`src/core/gop_defines.svh`:
```
// Purpose: constants for the offset report packer
// Assumes: one clock, bytes leave most significant first
// Notes:   positions are byte indices within one report packet
//
// Functional notes
// - valid flags: 14 B2a, 16 E1, 17 E5a, 21 QZSS L1C, 23 QZSS L5, 26 NavIC.
// - reserved flag bits 13,15,18,20,22,24,25,27,28-31 are never set.
// - bytes 10-11 carry the unsigned 16-bit week number of the computation.
// - bytes 12-15 carry time of week, always within 0 to 604799.
// - bytes 16-19: GPS L1 offset float, nanoseconds.
// - bytes 20-23: GPS L5 offset float, nanoseconds.
// - bytes 24-27: GLONASS offset float, nanoseconds.
// - bytes 28-31: Beidou B1 offset float, nanoseconds.
// - bytes 32-35: Beidou B2a offset float, nanoseconds.
// - bytes 36-39: Galileo E1 offset float, nanoseconds.
// - bytes 40-43: Galileo E5a offset float, nanoseconds.
// - bytes 44-47: QZSS L1 offset float, nanoseconds.
// - bytes 48-51: QZSS L5 offset float, nanoseconds.
// - bytes 52-55: NavIC L5 offset float, nanoseconds.
// - an offset is meaningful only while its flag bit is set.
// - length field counts mode, data and checksum bytes together.
// - report answers query with packet id 0xa1, subpacket 0x22.
`ifndef GOP_DEFINES_SVH
`define GOP_DEFINES_SVH

`define GOP_DELIM       8'h10
`define GOP_END         8'h03
`define GOP_PACKET_ID   8'ha1
`define GOP_SUB_ID      8'h22
`define GOP_LEN         16'h0034
`define GOP_MODE_RESP   8'h02
`define GOP_FLAG_MASK   32'h04a3_5015
`define GOP_TOW_MAX     32'd604799
`define GOP_POS_START   6'd0
`define GOP_POS_PID     6'd1
`define GOP_POS_SID     6'd2
`define GOP_POS_LEN_HI  6'd3
`define GOP_POS_LEN_LO  6'd4
`define GOP_POS_MODE    6'd5
`define GOP_POS_FLAGS   6'd6
`define GOP_POS_WEEK    6'd10
`define GOP_POS_TOW     6'd12
`define GOP_POS_OFFSET  6'd16
`define GOP_POS_CSUM    6'd56
`define GOP_POS_DELIM   6'd57
`define GOP_POS_LAST    6'd58
`define GOP_FIFO_DEPTH  8

`endif

```
`src/core/gop_pkg.sv`:
```
// Purpose: types for the offset report packer
// Assumes: offsets are raw IEEE single words
// Notes:   offset[0] is GPS L1 through offset[9] NavIC L5
package gop_pkg;

  typedef struct packed {
    logic [31:0]      flags;
    logic [15:0]      week;
    logic [31:0]      time_of_week_seconds;
    logic [9:0][31:0] offset;
  } gop_report_type;

  typedef enum logic [1:0] {
    GOP_IDLE = 2'b00,
    GOP_EMIT = 2'b01
  } gop_state_type;

endpackage

```
`src/core/gop_packer.sv`:
```
// Purpose: frames the measured offsets report into a byte stream
// Assumes: request and report come from logic on clk_i
// Notes:   one report in flight; the snapshot is taken on request
`timescale 1ns/1ps
`include "gop_defines.svh"
module gop_packer
  import gop_pkg::*;
(
  input  wire logic           clk_i,
  input  wire logic           rst_i,
  input  wire logic           send_i,
  input  wire gop_report_type report_i,
  output logic                busy_o,
  output logic                done_o,
  output logic                tx_valid_o,
  input  wire logic           tx_ready_i,
  output logic      [7:0]     tx_data_o
);

  ////////////////////////////////////////////////////////////////////////////
  // sanitising

  // flag bit that guards each offset slot
  function automatic logic [4:0] slot_bit(input logic [3:0] k);
    case (k)
      4'd0:    slot_bit = 5'd0;
      4'd1:    slot_bit = 5'd2;
      4'd2:    slot_bit = 5'd4;
      4'd3:    slot_bit = 5'd12;
      4'd4:    slot_bit = 5'd14;
      4'd5:    slot_bit = 5'd16;
      4'd6:    slot_bit = 5'd17;
      4'd7:    slot_bit = 5'd21;
      4'd8:    slot_bit = 5'd23;
      default: slot_bit = 5'd26;
    endcase
  endfunction

  gop_report_type clean;

  always_comb
  begin
    clean       = report_i;
    clean.flags = report_i.flags & `GOP_FLAG_MASK;
    // out-of-range time is clamped rather than dropped, so the report still goes
    if (report_i.time_of_week_seconds > `GOP_TOW_MAX)
      clean.time_of_week_seconds = `GOP_TOW_MAX;
    for (int k = 0; k < 10; k++)
    begin
      if (!clean.flags[slot_bit(4'(k))])
        clean.offset[k] = 32'h0000_0000;
    end
  end

  ////////////////////////////////////////////////////////////////////////////
  // sequencing

  gop_state_type  state;
  gop_report_type snap;
  logic [5:0]     pos;
  logic [7:0]     csum;
  logic [7:0]     body_byte;
  logic [7:0]     next_byte;
  logic           push;
  logic           fifo_ready;
  logic           fifo_valid;
  logic [7:0]     fifo_data;
  logic           drain;

  gop_byte_sel u_sel (
    .report_i (snap),
    .pos_i    (pos),
    .byte_o   (body_byte)
  );

  always_comb
  begin
    if (pos == `GOP_POS_CSUM)
      next_byte = csum;
    else if (pos == `GOP_POS_DELIM)
      next_byte = `GOP_DELIM;
    else if (pos == `GOP_POS_LAST)
      next_byte = `GOP_END;
    else
      next_byte = body_byte;
  end

  assign push = (state == GOP_EMIT) && fifo_ready;

  always_ff @(posedge clk_i or posedge rst_i)
  begin
    if (rst_i)
    begin
      state <= GOP_IDLE;
      pos   <= 6'd0;
    end
    else
    begin
      case (state)
        GOP_IDLE:
        begin
          pos <= 6'd0;
          if (send_i)
            state <= GOP_EMIT;
        end
        GOP_EMIT:
        begin
          if (push)
          begin
            if (pos == `GOP_POS_LAST)
            begin
              state <= GOP_IDLE;
              pos   <= 6'd0;
            end
            else
            begin
              pos <= pos + 6'd1;
            end
          end
        end
        default:
        begin
          state <= GOP_IDLE;
        end
      endcase
    end
  end

  // snapshot holds steady while the packet is being framed
  always_ff @(posedge clk_i or posedge rst_i)
  begin
    if (rst_i)
      snap <= '0;
    else if (state == GOP_IDLE && send_i)
      snap <= clean;
  end

  // xor of packet id up to the last data byte
  always_ff @(posedge clk_i or posedge rst_i)
  begin
    if (rst_i)
      csum <= 8'h00;
    else if (state == GOP_IDLE)
      csum <= 8'h00;
    else if (push && pos >= `GOP_POS_PID && pos < `GOP_POS_CSUM)
      csum <= csum ^ next_byte;
  end

  always_ff @(posedge clk_i or posedge rst_i)
  begin
    if (rst_i)
    begin
      busy_o <= 1'b0;
      done_o <= 1'b0;
    end
    else
    begin
      busy_o <= (state == GOP_IDLE) ? send_i : !(push && pos == `GOP_POS_LAST);
      done_o <= push && pos == `GOP_POS_LAST;
    end
  end

  ////////////////////////////////////////////////////////////////////////////
  // buffering and output register

  gop_fifo #(
    .WIDTH (8),
    .DEPTH (`GOP_FIFO_DEPTH)
  ) u_fifo (
    .clk_i       (clk_i),
    .rst_i       (rst_i),
    .in_valid_i  (push),
    .in_ready_o  (fifo_ready),
    .in_data_i   (next_byte),
    .out_valid_o (fifo_valid),
    .out_ready_i (drain),
    .out_data_o  (fifo_data)
  );

  // a stalled host fills the buffer and then holds the framer
  assign drain = !tx_valid_o || tx_ready_i;

  always_ff @(posedge clk_i or posedge rst_i)
  begin
    if (rst_i)
    begin
      tx_valid_o <= 1'b0;
      tx_data_o  <= 8'h00;
    end
    else if (drain)
    begin
      tx_valid_o <= fifo_valid;
      tx_data_o  <= fifo_data;
    end
  end

  localparam logic [15:0] LEN_WORD = `GOP_LEN;
endmodule

```
`src/core/gop_fifo.sv`:
```
// Purpose: byte buffer between packer and serial output stage
// Assumes: single clock, depth a power of two
// Notes:   full and empty come from a pointer pair with a wrap bit
`timescale 1ns/1ps
module gop_fifo #(
  parameter int WIDTH = 8,
  parameter int DEPTH = 8
) (
  input  wire logic             clk_i,
  input  wire logic             rst_i,
  input  wire logic             in_valid_i,
  output logic                  in_ready_o,
  input  wire logic [WIDTH-1:0] in_data_i,
  output logic                  out_valid_o,
  input  wire logic             out_ready_i,
  output logic      [WIDTH-1:0] out_data_o
);
  localparam int AW = $clog2(DEPTH);

  logic [WIDTH-1:0] mem [DEPTH];
  logic [AW:0]      wr_ptr;
  logic [AW:0]      rd_ptr;
  logic             full;
  logic             empty;

  assign empty = (wr_ptr == rd_ptr);
  assign full  = (wr_ptr[AW] != rd_ptr[AW]) && (wr_ptr[AW-1:0] == rd_ptr[AW-1:0]);
  assign in_ready_o  = !full;
  assign out_valid_o = !empty;
  assign out_data_o  = mem[rd_ptr[AW-1:0]];

  always_ff @(posedge clk_i)
  begin
    if (in_valid_i && !full)
    begin
      mem[wr_ptr[AW-1:0]] <= in_data_i;
    end
  end

  always_ff @(posedge clk_i or posedge rst_i)
  begin
    if (rst_i)
    begin
      wr_ptr <= '0;
      rd_ptr <= '0;
    end
    else
    begin
      if (in_valid_i && !full)
      begin
        wr_ptr <= wr_ptr + 1'b1;
      end
      if (out_ready_i && !empty)
      begin
        rd_ptr <= rd_ptr + 1'b1;
      end
    end
  end

endmodule

```
`src/core/gop_byte_sel.sv`:
```
// Purpose: picks the payload byte for one packet position
// Assumes: report already sanitised by the caller
// Notes:   positions 56 and up are handled by the caller
`timescale 1ns/1ps
`include "gop_defines.svh"
module gop_byte_sel
  import gop_pkg::*;
(
  input  wire gop_report_type report_i,
  input  wire logic [5:0]     pos_i,
  output logic      [7:0]     byte_o
);

  // big-endian byte k of a word
  function automatic logic [7:0] word_byte(input logic [31:0] w, input logic [1:0] k);
    word_byte = w[(5'd24 - {k, 3'b000}) +: 8];
  endfunction

  // a literal cannot be part-selected, so the length word is named first
  localparam logic [15:0] LEN_WORD = `GOP_LEN;

  logic [5:0] rel;
  logic [3:0] slot;

  always_comb
  begin
    rel    = pos_i - `GOP_POS_OFFSET;
    slot   = rel[5:2];
    byte_o = 8'h00;
    if (pos_i == `GOP_POS_START)
      byte_o = `GOP_DELIM;
    else if (pos_i == `GOP_POS_PID)
      byte_o = `GOP_PACKET_ID;
    else if (pos_i == `GOP_POS_SID)
      byte_o = `GOP_SUB_ID;
    else if (pos_i == `GOP_POS_LEN_HI)
      byte_o = LEN_WORD[15:8];
    else if (pos_i == `GOP_POS_LEN_LO)
      byte_o = LEN_WORD[7:0];
    else if (pos_i == `GOP_POS_MODE)
      byte_o = `GOP_MODE_RESP;
    else if (pos_i < `GOP_POS_WEEK)
      byte_o = word_byte(report_i.flags, 2'(pos_i - `GOP_POS_FLAGS));
    else if (pos_i < `GOP_POS_TOW)
      byte_o = word_byte({report_i.week, 16'h0000}, 2'(pos_i - `GOP_POS_WEEK));
    else if (pos_i < `GOP_POS_OFFSET)
      byte_o = word_byte(report_i.time_of_week_seconds, 2'(pos_i - `GOP_POS_TOW));
    else if (pos_i < `GOP_POS_CSUM && slot < 4'd10)
      // offsets in slot order, 4 bytes each
      byte_o = word_byte(report_i.offset[slot], rel[1:0]);
  end

endmodule

```
`config.mk`:
```
export PLATFORM = sky130hd
export DESIGN_NAME = gop_packer
export DESIGN_NICKNAME = d
export VERILOG_FILES = /design/src/core/gop_pkg.sv /design/src/core/gop_packer.sv /design/src/core/gop_fifo.sv /design/src/core/gop_byte_sel.sv
export VERILOG_INCLUDE_DIRS = /design/src /design/src/core
export SDC_FILE = /design/constraint.sdc
export NUM_CORES = 1
export LEC_CHECK = 0
export BUFFER_PORTS_ARGS = -buffer_cell sky130_fd_sc_hd__buf_2
export CORE_MARGIN = 4
export CORE_UTILIZATION = 45
export DETAILED_ROUTE_END_ITERATION = 10
export PLACE_DENSITY = 0.68
export RECOVER_POWER = 25
export SETUP_SLACK_MARGIN = 0.4
export SYNTH_ARGS = -nofsm -noshare
export SYNTH_HDL_FRONTEND = slang
export SYNTH_SLANG_ARGS = --single-unit
```
`constraint.sdc`:
```
create_clock -name clk_i -period 10.9 [get_ports clk_i]
set_input_delay 0 -clock clk_i [delete_from_list [all_inputs] [get_ports clk_i]]
set_output_delay 0 -clock clk_i [all_outputs]
set_load 0.05 [all_outputs]
```
# Word-level counts from Yosys, hierarchy flattened
# Memories as Yosys holds them, arrays and structs flattened. A register that Yosys moved wholly into a read port is not among the register bits.
# Cells that the tools add are included.
[totals]
inputBits = 404
ramBits = 64
elab_cells = 119
ff_bits = 405
mem_count = 1
rom_bits = 0
output_inout_bits = 11
latchBits = 0
[op_classes]
n_eq_ne = 15
n_lt_le_gt_ge = 8
div = 0
n_mul = 0
bitwise = 1
add_sub_neg = 11
n_reduce_logical = 20
mux = 38
shift = 4
[mem_list]
columns = ["memory", "depth", "width", "rd", "rd_ports_with_merged_regs", "write_ports", "line_no", "rtl"]
rows = [
  ["u_fifo.mem", 8, 8, 1, 1, 1, "gop_fifo.sv:20", "logic [WIDTH-1:0] mem [DEPTH];"],
]
[ops]
columns = ["op", "count"]
rows = [
  ["two-way mux 32 bit", 12],
  ["binary-select mux 32 bit (select 4 bit)", 1],
  ["indexed part select 32 x 6 -> 8 bit", 4],
  ["two-way mux 8 bit", 15],
  ["greater-than comparator 32 x 20 -> 1 bit, second input constant", 1],
  ["subtractor 5 bit, first input constant", 4],
  ["equality test 6 bit, second input constant", 3],
  ["equality test 6 x 2 -> 1 bit, second input constant", 2],
  ["equality test 6 x 3 -> 1 bit, second input constant", 2],
  ["< comparator 6 x 4 -> 1 bit, second input constant", 2],
  ["two-way mux 6 bit", 2],
  ["one-hot mux 6 bit (2 select lines)", 1],
  ["logical AND 1 bit", 9],
  ["adder 4 x 1 -> 4 bit, second input constant", 2],
  ["XOR 8 bit", 1],
  ["adder 6 x 1 -> 6 bit, second input constant", 1],
  ["equality test 6 x 1 -> 1 bit, second input constant", 1],
  ["greater-or-equal comparator 6 x 1 -> 1 bit, second input constant", 1],
  ["zero test 6 bit", 1],
  ["< comparator 6 x 5 -> 1 bit, second input constant", 1],
  ["< comparator 6 bit, second input constant", 1],
  ["two-way mux 2 bit", 3],
  ["subtractor 6 x 5 -> 6 bit, second input constant", 1],
  ["< comparator 4 x 5 -> 1 bit, second input constant", 1],
  ["17 further kinds", 25],
]

# Depth between registers and ports, before layout
# Gate-level depths: netlist of run 1.
[logic_depth]
depth_word = 20
depth_mapped = 14
ltp_nobuf = 9

# By module
# From an unflattened synthesis of run 1, not the netlist that was laid out.
[hier_totals]
hier_cells = 2277
area_unflattened_um2 = 22893.2
[modules_own_cells]
columns = ["mod", "instances", "cells_each", "area_per_inst_um2", "seq_area_each_um2"]
rows = [
  ["gop_packer", 1, 1730, 16047.9, 10109.7],
  ["gop_byte_sel", 1, 394, 3724.8, 0.0],
  ["gop_fifo", 1, 153, 3120.5, 2122.0],
]

# Worst setup path after synthesis of run 1
# OpenSTA, ideal clock, no wires.
[synth_timing]
path_kind = "reg-to-reg"
from = "register pos[4]"
to = "memory u_fifo.mem[0][0], data pin"
path_slack_ns = 7.969
period_less_slack_ns = 2.931
path_stages_with_launch = 14
n_path_buf = 4
setup_ns = 0.273
required_ns = 10.627
arrival_ns = 2.657
cell_sequence = "dfrtp_1 -> clkbuf_1 -> inv_1 -> ha_1 -> buf_4 -> buf_4 -> buf_4 -> nand3_1 -> o21ai_0 -> a2111oi_0 -> a2111oi_0 -> o22ai_1 -> nand2_1 -> a21o_1"
[synth_between]
elab_chain_len = 17
elab_cells_between_ends = 32
cone_classes = "add/sub: 1; order compare: 5; eq/ne: 8; shift: 1; mux: 15; reduce/logical: 2"
[synth_rtl]
columns = ["element", "line_no", "rtl"]
rows = [
  ["start, declared", "gop_packer.sv:60", "logic [5:0] pos;"],
  ["start signal, assigned", "gop_packer.sv:117", "pos <= pos + 6'd1;"],
  ["subtractor 6 x 5 -> 6 bit (no source line)", "--", ""],
  ["binary-select mux 32 bit (select 4 bit)", "gop_byte_sel.sv:50", "byte_o = word_byte(report_i.offset[slot], rel[1:0]);"],
  ["two-way mux 32 bit (not written as such)", "gop_byte_sel.sv:50", ""],
  ["indexed part select 32 x 6 -> 8 bit", "gop_byte_sel.sv:16", "word_byte = w[(5'd24 - {k, 3'b000}) +: 8];"],
  ["two-way mux 8 bit", "gop_byte_sel.sv:48", "else if (pos_i < `GOP_POS_CSUM && slot < 4'd10)"],
  ["two-way mux 8 bit", "gop_byte_sel.sv:46", "else if (pos_i < `GOP_POS_OFFSET)"],
  ["two-way mux 8 bit", "gop_byte_sel.sv:44", "else if (pos_i < `GOP_POS_TOW)"],
  ["two-way mux 8 bit", "gop_byte_sel.sv:42", "else if (pos_i < `GOP_POS_WEEK)"],
  ["[2 not listed]", "--", ""],
  ["two-way mux 8 bit", "gop_byte_sel.sv:36", "else if (pos_i == `GOP_POS_LEN_HI)"],
  ["two-way mux 8 bit", "gop_byte_sel.sv:34", "else if (pos_i == `GOP_POS_SID)"],
  ["two-way mux 8 bit", "gop_byte_sel.sv:32", "else if (pos_i == `GOP_POS_PID)"],
  ["two-way mux 8 bit", "gop_byte_sel.sv:30", "if (pos_i == `GOP_POS_START)"],
  ["two-way mux 8 bit", "gop_packer.sv:82", "else if (pos == `GOP_POS_LAST)"],
  ["two-way mux 8 bit", "gop_packer.sv:80", "else if (pos == `GOP_POS_DELIM)"],
  ["two-way mux 8 bit (*)", "gop_packer.sv:78", "if (pos == `GOP_POS_CSUM)"],
  ["via next_byte[0]", "gop_packer.sv:63", "logic [7:0] next_byte;"],
  ["end, declared", "gop_fifo.sv:20", ""],
]
# Mark *: on every way through the listed nets, which the timed path passes. The rest lies on a longest branch. The select of a mux whose other input is x is not followed.

==> results of run 1 <==
tightest hold or removal path: cells and delay by family:
family                 cells  cell delay (ns)
AND/OR/NAND/NOR            2             0.22
buffers and inverters      1             0.37
cell usage in the layout (no fill, tap or decap), types with 18 or more instances in the layout:
master / count
sky130_fd_sc_hd__nor2_1: 29
sky130_fd_sc_hd__dlygate4sd3_1: 451
sky130_fd_sc_hd__clkbuf_16: 53
sky130_fd_sc_hd__clkbuf_1: 21
sky130_fd_sc_hd__mux2_2: 18
sky130_fd_sc_hd__buf_2: 381
sky130_fd_sc_hd__a21oi_1: 25
sky130_fd_sc_hd__mux4_2: 69
sky130_fd_sc_hd__dfrtp_1: 408
sky130_fd_sc_hd__nand3_1: 352
sky130_fd_sc_hd__buf_4: 21
sky130_fd_sc_hd__nand2_1: 767
sky130_fd_sc_hd__and2_1: 20
sky130_fd_sc_hd__edfxtp_1: 64
sky130_fd_sc_hd__o21ai_0: 42
sky130_fd_sc_hd__mux2i_1: 54
final cells by class:
cell class / instances / area (um^2) / area share (%)
well taps: 664 / 831 / 2.68
clock inverters: 23 / 288 / 0.928
multi-input cells: 1607 / 9450 / 30.5
diodes: 15 / 37.5 / 0.121
inverters: 10 / 38.8 / 0.125
clock buffers: 70 / 1470 / 4.74
flip-flops and latches: 476 / 12200 / 39.5
repair buffers: 867 / 6650 / 21.4
power groups by stage:
| stage | sequential (mW) | clock (mW) | combinational (mW) |
|---|---|---|---|
| 6_report | 2.44 | 1.82 | 2.26 |
| 5_1_grt | 2.47 | 1.91 | 2.44 |
| 4_1_cts | 2.43 | 1.84 | 2.23 |
| 3_5_place_dp | 2.46 | 0 | 2.12 |
| 3_3_place_gp | 2.44 | 0 | 2.08 |
| 2_1_floorplan | 2.36 | 0 | 1.57 |
worst paths after layout:
kind                                from            to  slack [ns]  cells past startpoint
setup / recovery                   rst_i        pos[3]        4.95                      6
hold / removal             report_i[389]     snap[245]        0.03                      3
setup reg to reg                state[0]     snap[246]        5.55                      5
hold reg to reg                snap[102]     snap[102]        0.46                      2
max in group clk_i              state[0]     snap[246]        5.55                      5
min in group asynchronous          rst_i  tx_data_o[7]        0.64                      4
registers in the layout (all words and copies together), names as in the netlist:
register / flops
tx_data_o: 8
snap: 378
u_fifo.wr_ptr: 4
csum: 8
done_o: 1
busy_o: 1
u_fifo.rd_ptr: 4
tx_valid_o: 1
u_fifo.mem: 64
pos: 6
state: 1
timing repair:
item                                   CTS  global route
hold buffers                           451             0
endpoints found under the hold margin  388             0
setup buffers                            0             0
metal layers:
| metal | GRT usage (%) | up-vias | routed length (um) |
|---|---|---|---|
| li1 | - | 9384 | - |
| met1 | 41.4 | 10709 | 32800 |
| met2 | 49.7 | 1334 | 39900 |
| met3 | 5.59 | 358 | 7200 |
| met4 | 16.4 | 0 | 5140 |
| met5 | 0 | - | 0 |
cell families (layout without fill, tap and decap cells):
logic type	after synthesis	count (layout)	share of synthesized area, %
AOI/OAI and AO/OA	194	194	6.16
xor gates and xnor gates	10	10	0.388
adders and majority gates	8	8	0.443
buffers and inverters	197	970	4.03
DFF	476	476	54.2
muxes	146	146	10.8
other	0	15	0
and+or+nand+nor	1249	1249	24.0
==> run summary, run 1 <==
Cells fill between 60% and 70% of the core in the end. The clock network fraction of design power came out at 27.9%. The core box area is between 40000 and 50000 um^2. The most common cell in the synthesized netlist is sky130_fd_sc_hd__nand2_1.

The wire length of the first global-routing pass is approximately 130 mm. In this run, distinct cell masters in the synthesized netlist total 79. The final clock period utilization by the worst path is 54.6%. The netlist area before placement came out at about 23000 um^2. The net count of the finished layout came out at approximately 3400. The cell type of the slowest stage on the worst timing path is sky130_fd_sc_hd__clkbuf_2. The area growth from synthesis to layout came out at 37.3%. The initial antenna violation count came to 10.

The final count of pins violating max slew came out at ~310. The register bit count reported by yosys is ~480. The power density of the placed cells is 210 nW/um^2.

The worst setup path is of the input pin to asynchronous set/reset pin kind. The required time reported for the critical path endpoint came out at 11.32 ns. Clock latency on the worst-skew pair, taken at its later pin, is 0.60 ns. The cell chosen for the clock root is sky130_fd_sc_hd__clkbuf_16.

The starting density of the core came out at between 40 and 50%. The detailed-routing iteration count for the pre-antenna-repair pass is 6. The worst pin sits at a relative slew slack of -201%. The antenna violation net count after detailed routing came out at 0.

After synthesis, the cell types taking the most area are sky130_fd_sc_hd__dfrtp_1 46%, sky130_fd_sc_hd__nand2_1 13%, sky130_fd_sc_hd__edfxtp_1 8.5%, sky130_fd_sc_hd__nand3_1 7.8%, sky130_fd_sc_hd__mux4_2 6.9%. The fill cell total of the finished layout came out at between 3000 and 4000. The fraction of power spent switching nets came out at about 36%. Before CTS, the worst setup slack after placement is roughly 7 ns. The peak per-stage delay on the critical path is 2.97 ns. The half-perimeter wire length after placement is just under 50 mm. The actual slew at the worst max-slew pin is 4.51 ns. The summed area of non-filler cells in the final layout is around 31000 um^2. The number of nets in the synthesized netlist came out at 2692.

The number of standard cells in the layout, taps in and fillers out is around 3700. The I/O pin total is 415. Across the routed clock network, the largest skew measured is 0.0211 ns. The largest area contributor in the netlist is sky130_fd_sc_hd__dfrtp_1. The largest net degree at the start of global routing came out at 188. The checks that failed: capacitance limit, slew limit.

The number of global-route vias before repair came out at approximately 22000. The quantity of I/O buffers inserted on ports is 392. In the post-route analysis, the smallest setup slack over all paths is roughly 4.9 ns.

TritonCTS built the clock tree. The global-route congestion overflow total is 0. The most frequent cell on the critical path is sky130_fd_sc_hd__dlygate4sd3_1.

CTS built an H-tree with a depth of 2. The register clock-pin slew on the reported worst setup and hold paths is 0.06 ns. The total power came out at 6.52 mW. The net switching power figure came out at between 2 and 2.5 mW. Data arrives at the worst endpoint at around 6.4 ns.

The critical path goes through dlygate4sd3_1, buf_2, dlygate4sd3_1, clkinvlp_2, clkbuf_2, buf_4. The share of layout cells above drive strength 1 is between 10% and 20%. The top achievable clock speed is 168 MHz.

The wire length after detailed routing is between 80 and 90 mm. The number of enable-type register cells in the synthesized netlist came out at 64. The reported leakage power came out at between 10 and 15 nW. The share of flip-flops with an asynchronous set or reset after synthesis is a little under 90%. The post-cts resize count came out at 0.

After detailed placement, the design holds a cell count of about 3200. The final hold violation count came to 0. In this design, the largest share of critical-path delay is due to buffers and inverters. The internal power of the cells is between 4 and 5 mW. The run finished, with violations left.

Sequential cells account for 37.4% of the total power. Setup total negative slack on the finished layout was measured at 0 ns. The die area came out at around 54000 um^2. The fraction of synthesized cell area taken by the top area cell type came out at 45.7%. The horizontal extent of the die came out at between 200 and 250 um. The worst-case IR drop observed on VDD is 0.165 mV. The routed layout has around 22000 vias. For this run, the leading register cell type out of synthesis is sky130_fd_sc_hd__dfrtp_1. The global routing usage summed across all routing layers came out at between 30% and 40%.

At the end of routability-driven placement, the weighted congestion stood at 0.924. The post-placement cell area is 24700 um^2. The max capacitance violation total is 3.

The average wire length per cell after detail routing is about 23 um. The Yosys warning count is 0. The count of clock tree sinks is 476. By count the netlist is led by 767 x sky130_fd_sc_hd__nand2_1, 412 x sky130_fd_sc_hd__dfrtp_1, 352 x sky130_fd_sc_hd__nand3_1, 124 x sky130_fd_sc_hd__clkbuf_1, 69 x sky130_fd_sc_hd__mux4_2. After detailed routing, the number of vias per cell comes to 5.84. Combinational logic is responsible for roughly a third of the overall power. In this run the deepest clock path goes through 3 buffers.

The worst hold slack after final layout is around 0.032 ns. The sort of element at the start of the critical path is an input pin. The element type at the critical path end is an asynchronous set/reset pin. Setup repair after global routing left no endpoint under its margin. The floorplan die height is approximately 230 um. The biggest fanout along the worst timing path came out at between 150 and 200.

The number of buffers created by CTS is between 50 and 60. For this block, the initial DRC count from the detailed router was 2431. The synthesized instance count is around 2300.

After floorplanning, the core was divided into 81 placement rows. The buffers plus inverters on the worst setup path came out at 6. The sequential share of the synthesized area is 54.2%. The class of the tightest hold or removal check is input pin to flip-flop. Setup violations remaining at the end of the flow were counted as 0. The DRC violation count after routing came out at 0.

The synthesized area divided by synthesized cell count is slightly below 10 um^2. After layout, the minimum clock period comes to 5.95 ns.
No activity file was read; power rests on OpenSTA's default activity.
==> inputs of run 2 (changes only) <==
- PLACE_DENSITY: 0.68 -> 0.66
- clock period: 10.9 -> 5.73 ns (I/O delays scaled with it)
==> run summary, run 2 (synthesized netlist as in run 1, its figures left out) <==
Buffers placed on the I/O ports in this run total approximately 390. The detailed-routing iteration count for the pre-antenna-repair pass came out at 8. The via density per instance is approximately 5.8. STA classifies the critical path startpoint as an input pin. The initial utilization of the core area, before any placement, comes to 45.8%. By instance count, the cell type seen most on the critical path is sky130_fd_sc_hd__dlygate4sd3_1. The floorplan step defined a die boundary enclosing ~54000 um^2. CTS placed an instance of sky130_fd_sc_hd__clkbuf_16 at the clock tree root. The clock period minus final worst setup slack came out at slightly above 4 ns. Walking the worst path, the cells encountered are dlygate4sd3_1, buf_2, dlygate4sd3_1, clkinvlp_2, clkbuf_1. The I/O pin total is a little over 400. Summed over all cells, the static leakage comes to ~15 nW. The number of global-route vias before repair came out at 22586. The worst voltage drop across the vdd grid came out at about 0.24 mV. The depth of the worst register-to-register path came out at 9.

The biggest fanout along the worst timing path is 60. After layout, the worst path uses between 70% and 80% of the clock period. The actual slew at the worst max-slew pin is ~3.2 ns. Clock-pin slew was measured on the worst setup and hold paths at 0.06 ns. The number of cells after detailed placement came out at approximately 3200.

The number of standard cells in the layout, taps in and fillers out is between 3000 and 4000. The violation count after the first detailed-route iteration is about 2300. The global-route congestion overflow total came out at 0. The final count of pins violating max slew came out at 61. The detailed router put a total of between 30 and 40 mm of wire on met1. The largest net degree at the start of global routing is 228. The half-perimeter wire length after placement came out at between 40 and 50 mm. In the final routed layout, each cell accounts on average for about 22 um.

The post-route clock skew is about 0.039 ns. The max capacitance violation total is 1. Signal routing reaches up to met4. The setup check on the worst reg-to-reg path leaves a slack of roughly 1.7 ns.

The worst min-delay path startpoint is report_i[347]. The peak per-stage delay on the critical path came out at 2.33 ns. The min-delay analysis places its worst path in the category input pin to flip-flop.

The horizontal extent of the die came out at 232 um. The number of standard-cell rows in the floorplan came out at just over 80. The worst register-to-register path ends at u_fifo.mem[6][7]. The top achievable clock speed is around 240 MHz.

The source of the worst register-to-register timing path is pos[4]. The signal arrival time at the worst endpoint is approximately 4.1 ns. The area growth from synthesis to layout came out at 39.5%.

The core box area came out at 49300 um^2. The fill cell total of the finished layout is around 3700. The initial antenna violation count is 5.

The worst hold path terminates at snap[330]. The required time reported for the critical path endpoint is approximately 5.7 ns. The detailed route wirelength on metal3 came out at 6.36 mm. The relative max-transition margin came out at -116%.

The gate family responsible for the most delay along the worst path is buffers and inverters. The antenna violation net count after detailed routing came out at 0. After detailed routing, the number of remaining DRC violations is 0. The final reports fail on capacitance limit, slew limit. The met2 wire length is around 40 mm. The wire length after detailed routing is 84.4 mm. The category of the most critical setup path is input pin to asynchronous set/reset pin.

The final weighted congestion in routability-driven placement is 0.917. The hold-critical path depth is 5. The post-CTS setup buffer count is 0. The buffers plus inverters on the worst setup path came out at 5. The global routing usage summed across all routing layers came out at a little under a third.

The count of clock tree sinks is ~480. The multi-input combinational cells in the finished layout cover a total of approximately 9500 um^2. The minimum setup slack after placement is 1.86 ns. The number of flip-flops in the largest register is roughly 380.

The final hold violation count is 0. The library cells used most frequently in the layout, excluding fill and tap cells, are 767 x sky130_fd_sc_hd__nand2_1, 491 x sky130_fd_sc_hd__dlygate4sd3_1, 408 x sky130_fd_sc_hd__dfrtp_1. STA classifies the critical path endpoint as an asynchronous set/reset pin. Setup violations remaining at the end of the flow were counted as 0. Ranked by flip-flop count, first place goes to snap. The final-layout setup total negative slack came out at 0 ns.

The clock passes through at most 3 buffers. The number of buffers created by CTS came out at 51. Measured along the y axis, the die boundary spans around 230 um. The run finished, with violations left. Setup repair after global routing left no endpoint under its margin.

The worst-case setup margin in the final layout came out at between 1.5 and 2 ns. The most common library cell in the layout ignoring fill and taps is sky130_fd_sc_hd__nand2_1. The clock insertion delay at the later pin of the skew report is 0.61 ns. The net count of the finished layout is approximately 3500.

The power density of the placed cells is slightly below 400 nW/um^2. TritonCTS built the clock tree. The first global-routing pass estimated ~130 mm of wire. The register area is approximately 12000 um^2. The cell type of the slowest stage on the worst timing path is sky130_fd_sc_hd__clkbuf_1. The H-tree level count is 2. The share of layout cells above drive strength 1 is 19.3%.

The detailed router placed roughly 22000 vias in this run.
[run 2: area by class of cell]
| class | count | area share, % |
|---|---|---|
| repair buffers | 908 | 22.6 |
| well taps | 664 | 2.64 |
| clock buffers | 66 | 4.52 |
| multi-input cells | 1607 | 30.0 |
| inverters | 10 | 0.123 |
| flip-flops and latches | 476 | 38.9 |
| diodes | 13 | 0.103 |
| clock inverters | 27 | 1.06 |
[run 2: timing repair]
action                                 CTS  global route
endpoints found under the hold margin  503             0
hold buffers                           491             0
resized for setup                        0             0
[run 2: stage by stage]
step | util (%) | hold slack [ns] | power, mW | area, um^2
after floorplan | - | 0.105 | 7.48 | 22600
after global placement | 50.3 | 0.0459 | 8.61 | 24800
after detailed placement | 50.3 | 0.0469 | 8.70 | 24800
after CTS | 63.9 | 0.00594 | 12.4 | 31500
after global routing | 63.9 | 0.0540 | 13.0 | 31500
final | 63.9 | 0.0553 | 12.4 | 31500
[run 2: worst min-delay path, cell delays in order]
cell                      delay (ns)
sky130_fd_sc_hd__buf_2          0.07
sky130_fd_sc_hd__nor4_1         0.04
sky130_fd_sc_hd__nand4_1        0.11
sky130_fd_sc_hd__a21oi_1        0.16
sky130_fd_sc_hd__a22o_1         0.21
[run 2: metal layers]
metal,vias up,global-route usage (%)
met5,-,0
met2,1199,50.8
met3,359,6.55
met1,10666,39.3
li1,9471,-
met4,0,15.1
[run 2: worst max path at each step]
stage,start,to,slack [ns],cells past startpoint
3_3_place_gp,pos[4],u_fifo.mem[4][0],1.93,10
4_1_cts,pos[4],u_fifo.mem[1][0],1.83,10
2_1_floorplan,rst_i,busy_o,0.18,1
5_1_grt,rst_i,snap[120],0.81,5
3_5_place_dp,pos[4],u_fifo.mem[4][0],1.86,10
6_report,rst_i,snap[266],1.59,5
[run 2: where the power goes]
part | internal, mW | switching (mW) | leakage (nW)
clock network | 2.07 | 1.40 | 0.866
registers | 4.16 | 0.467 | 5.97
logic | 1.73 | 2.58 | 8.09
total | 7.96 | 4.45 | 14.9
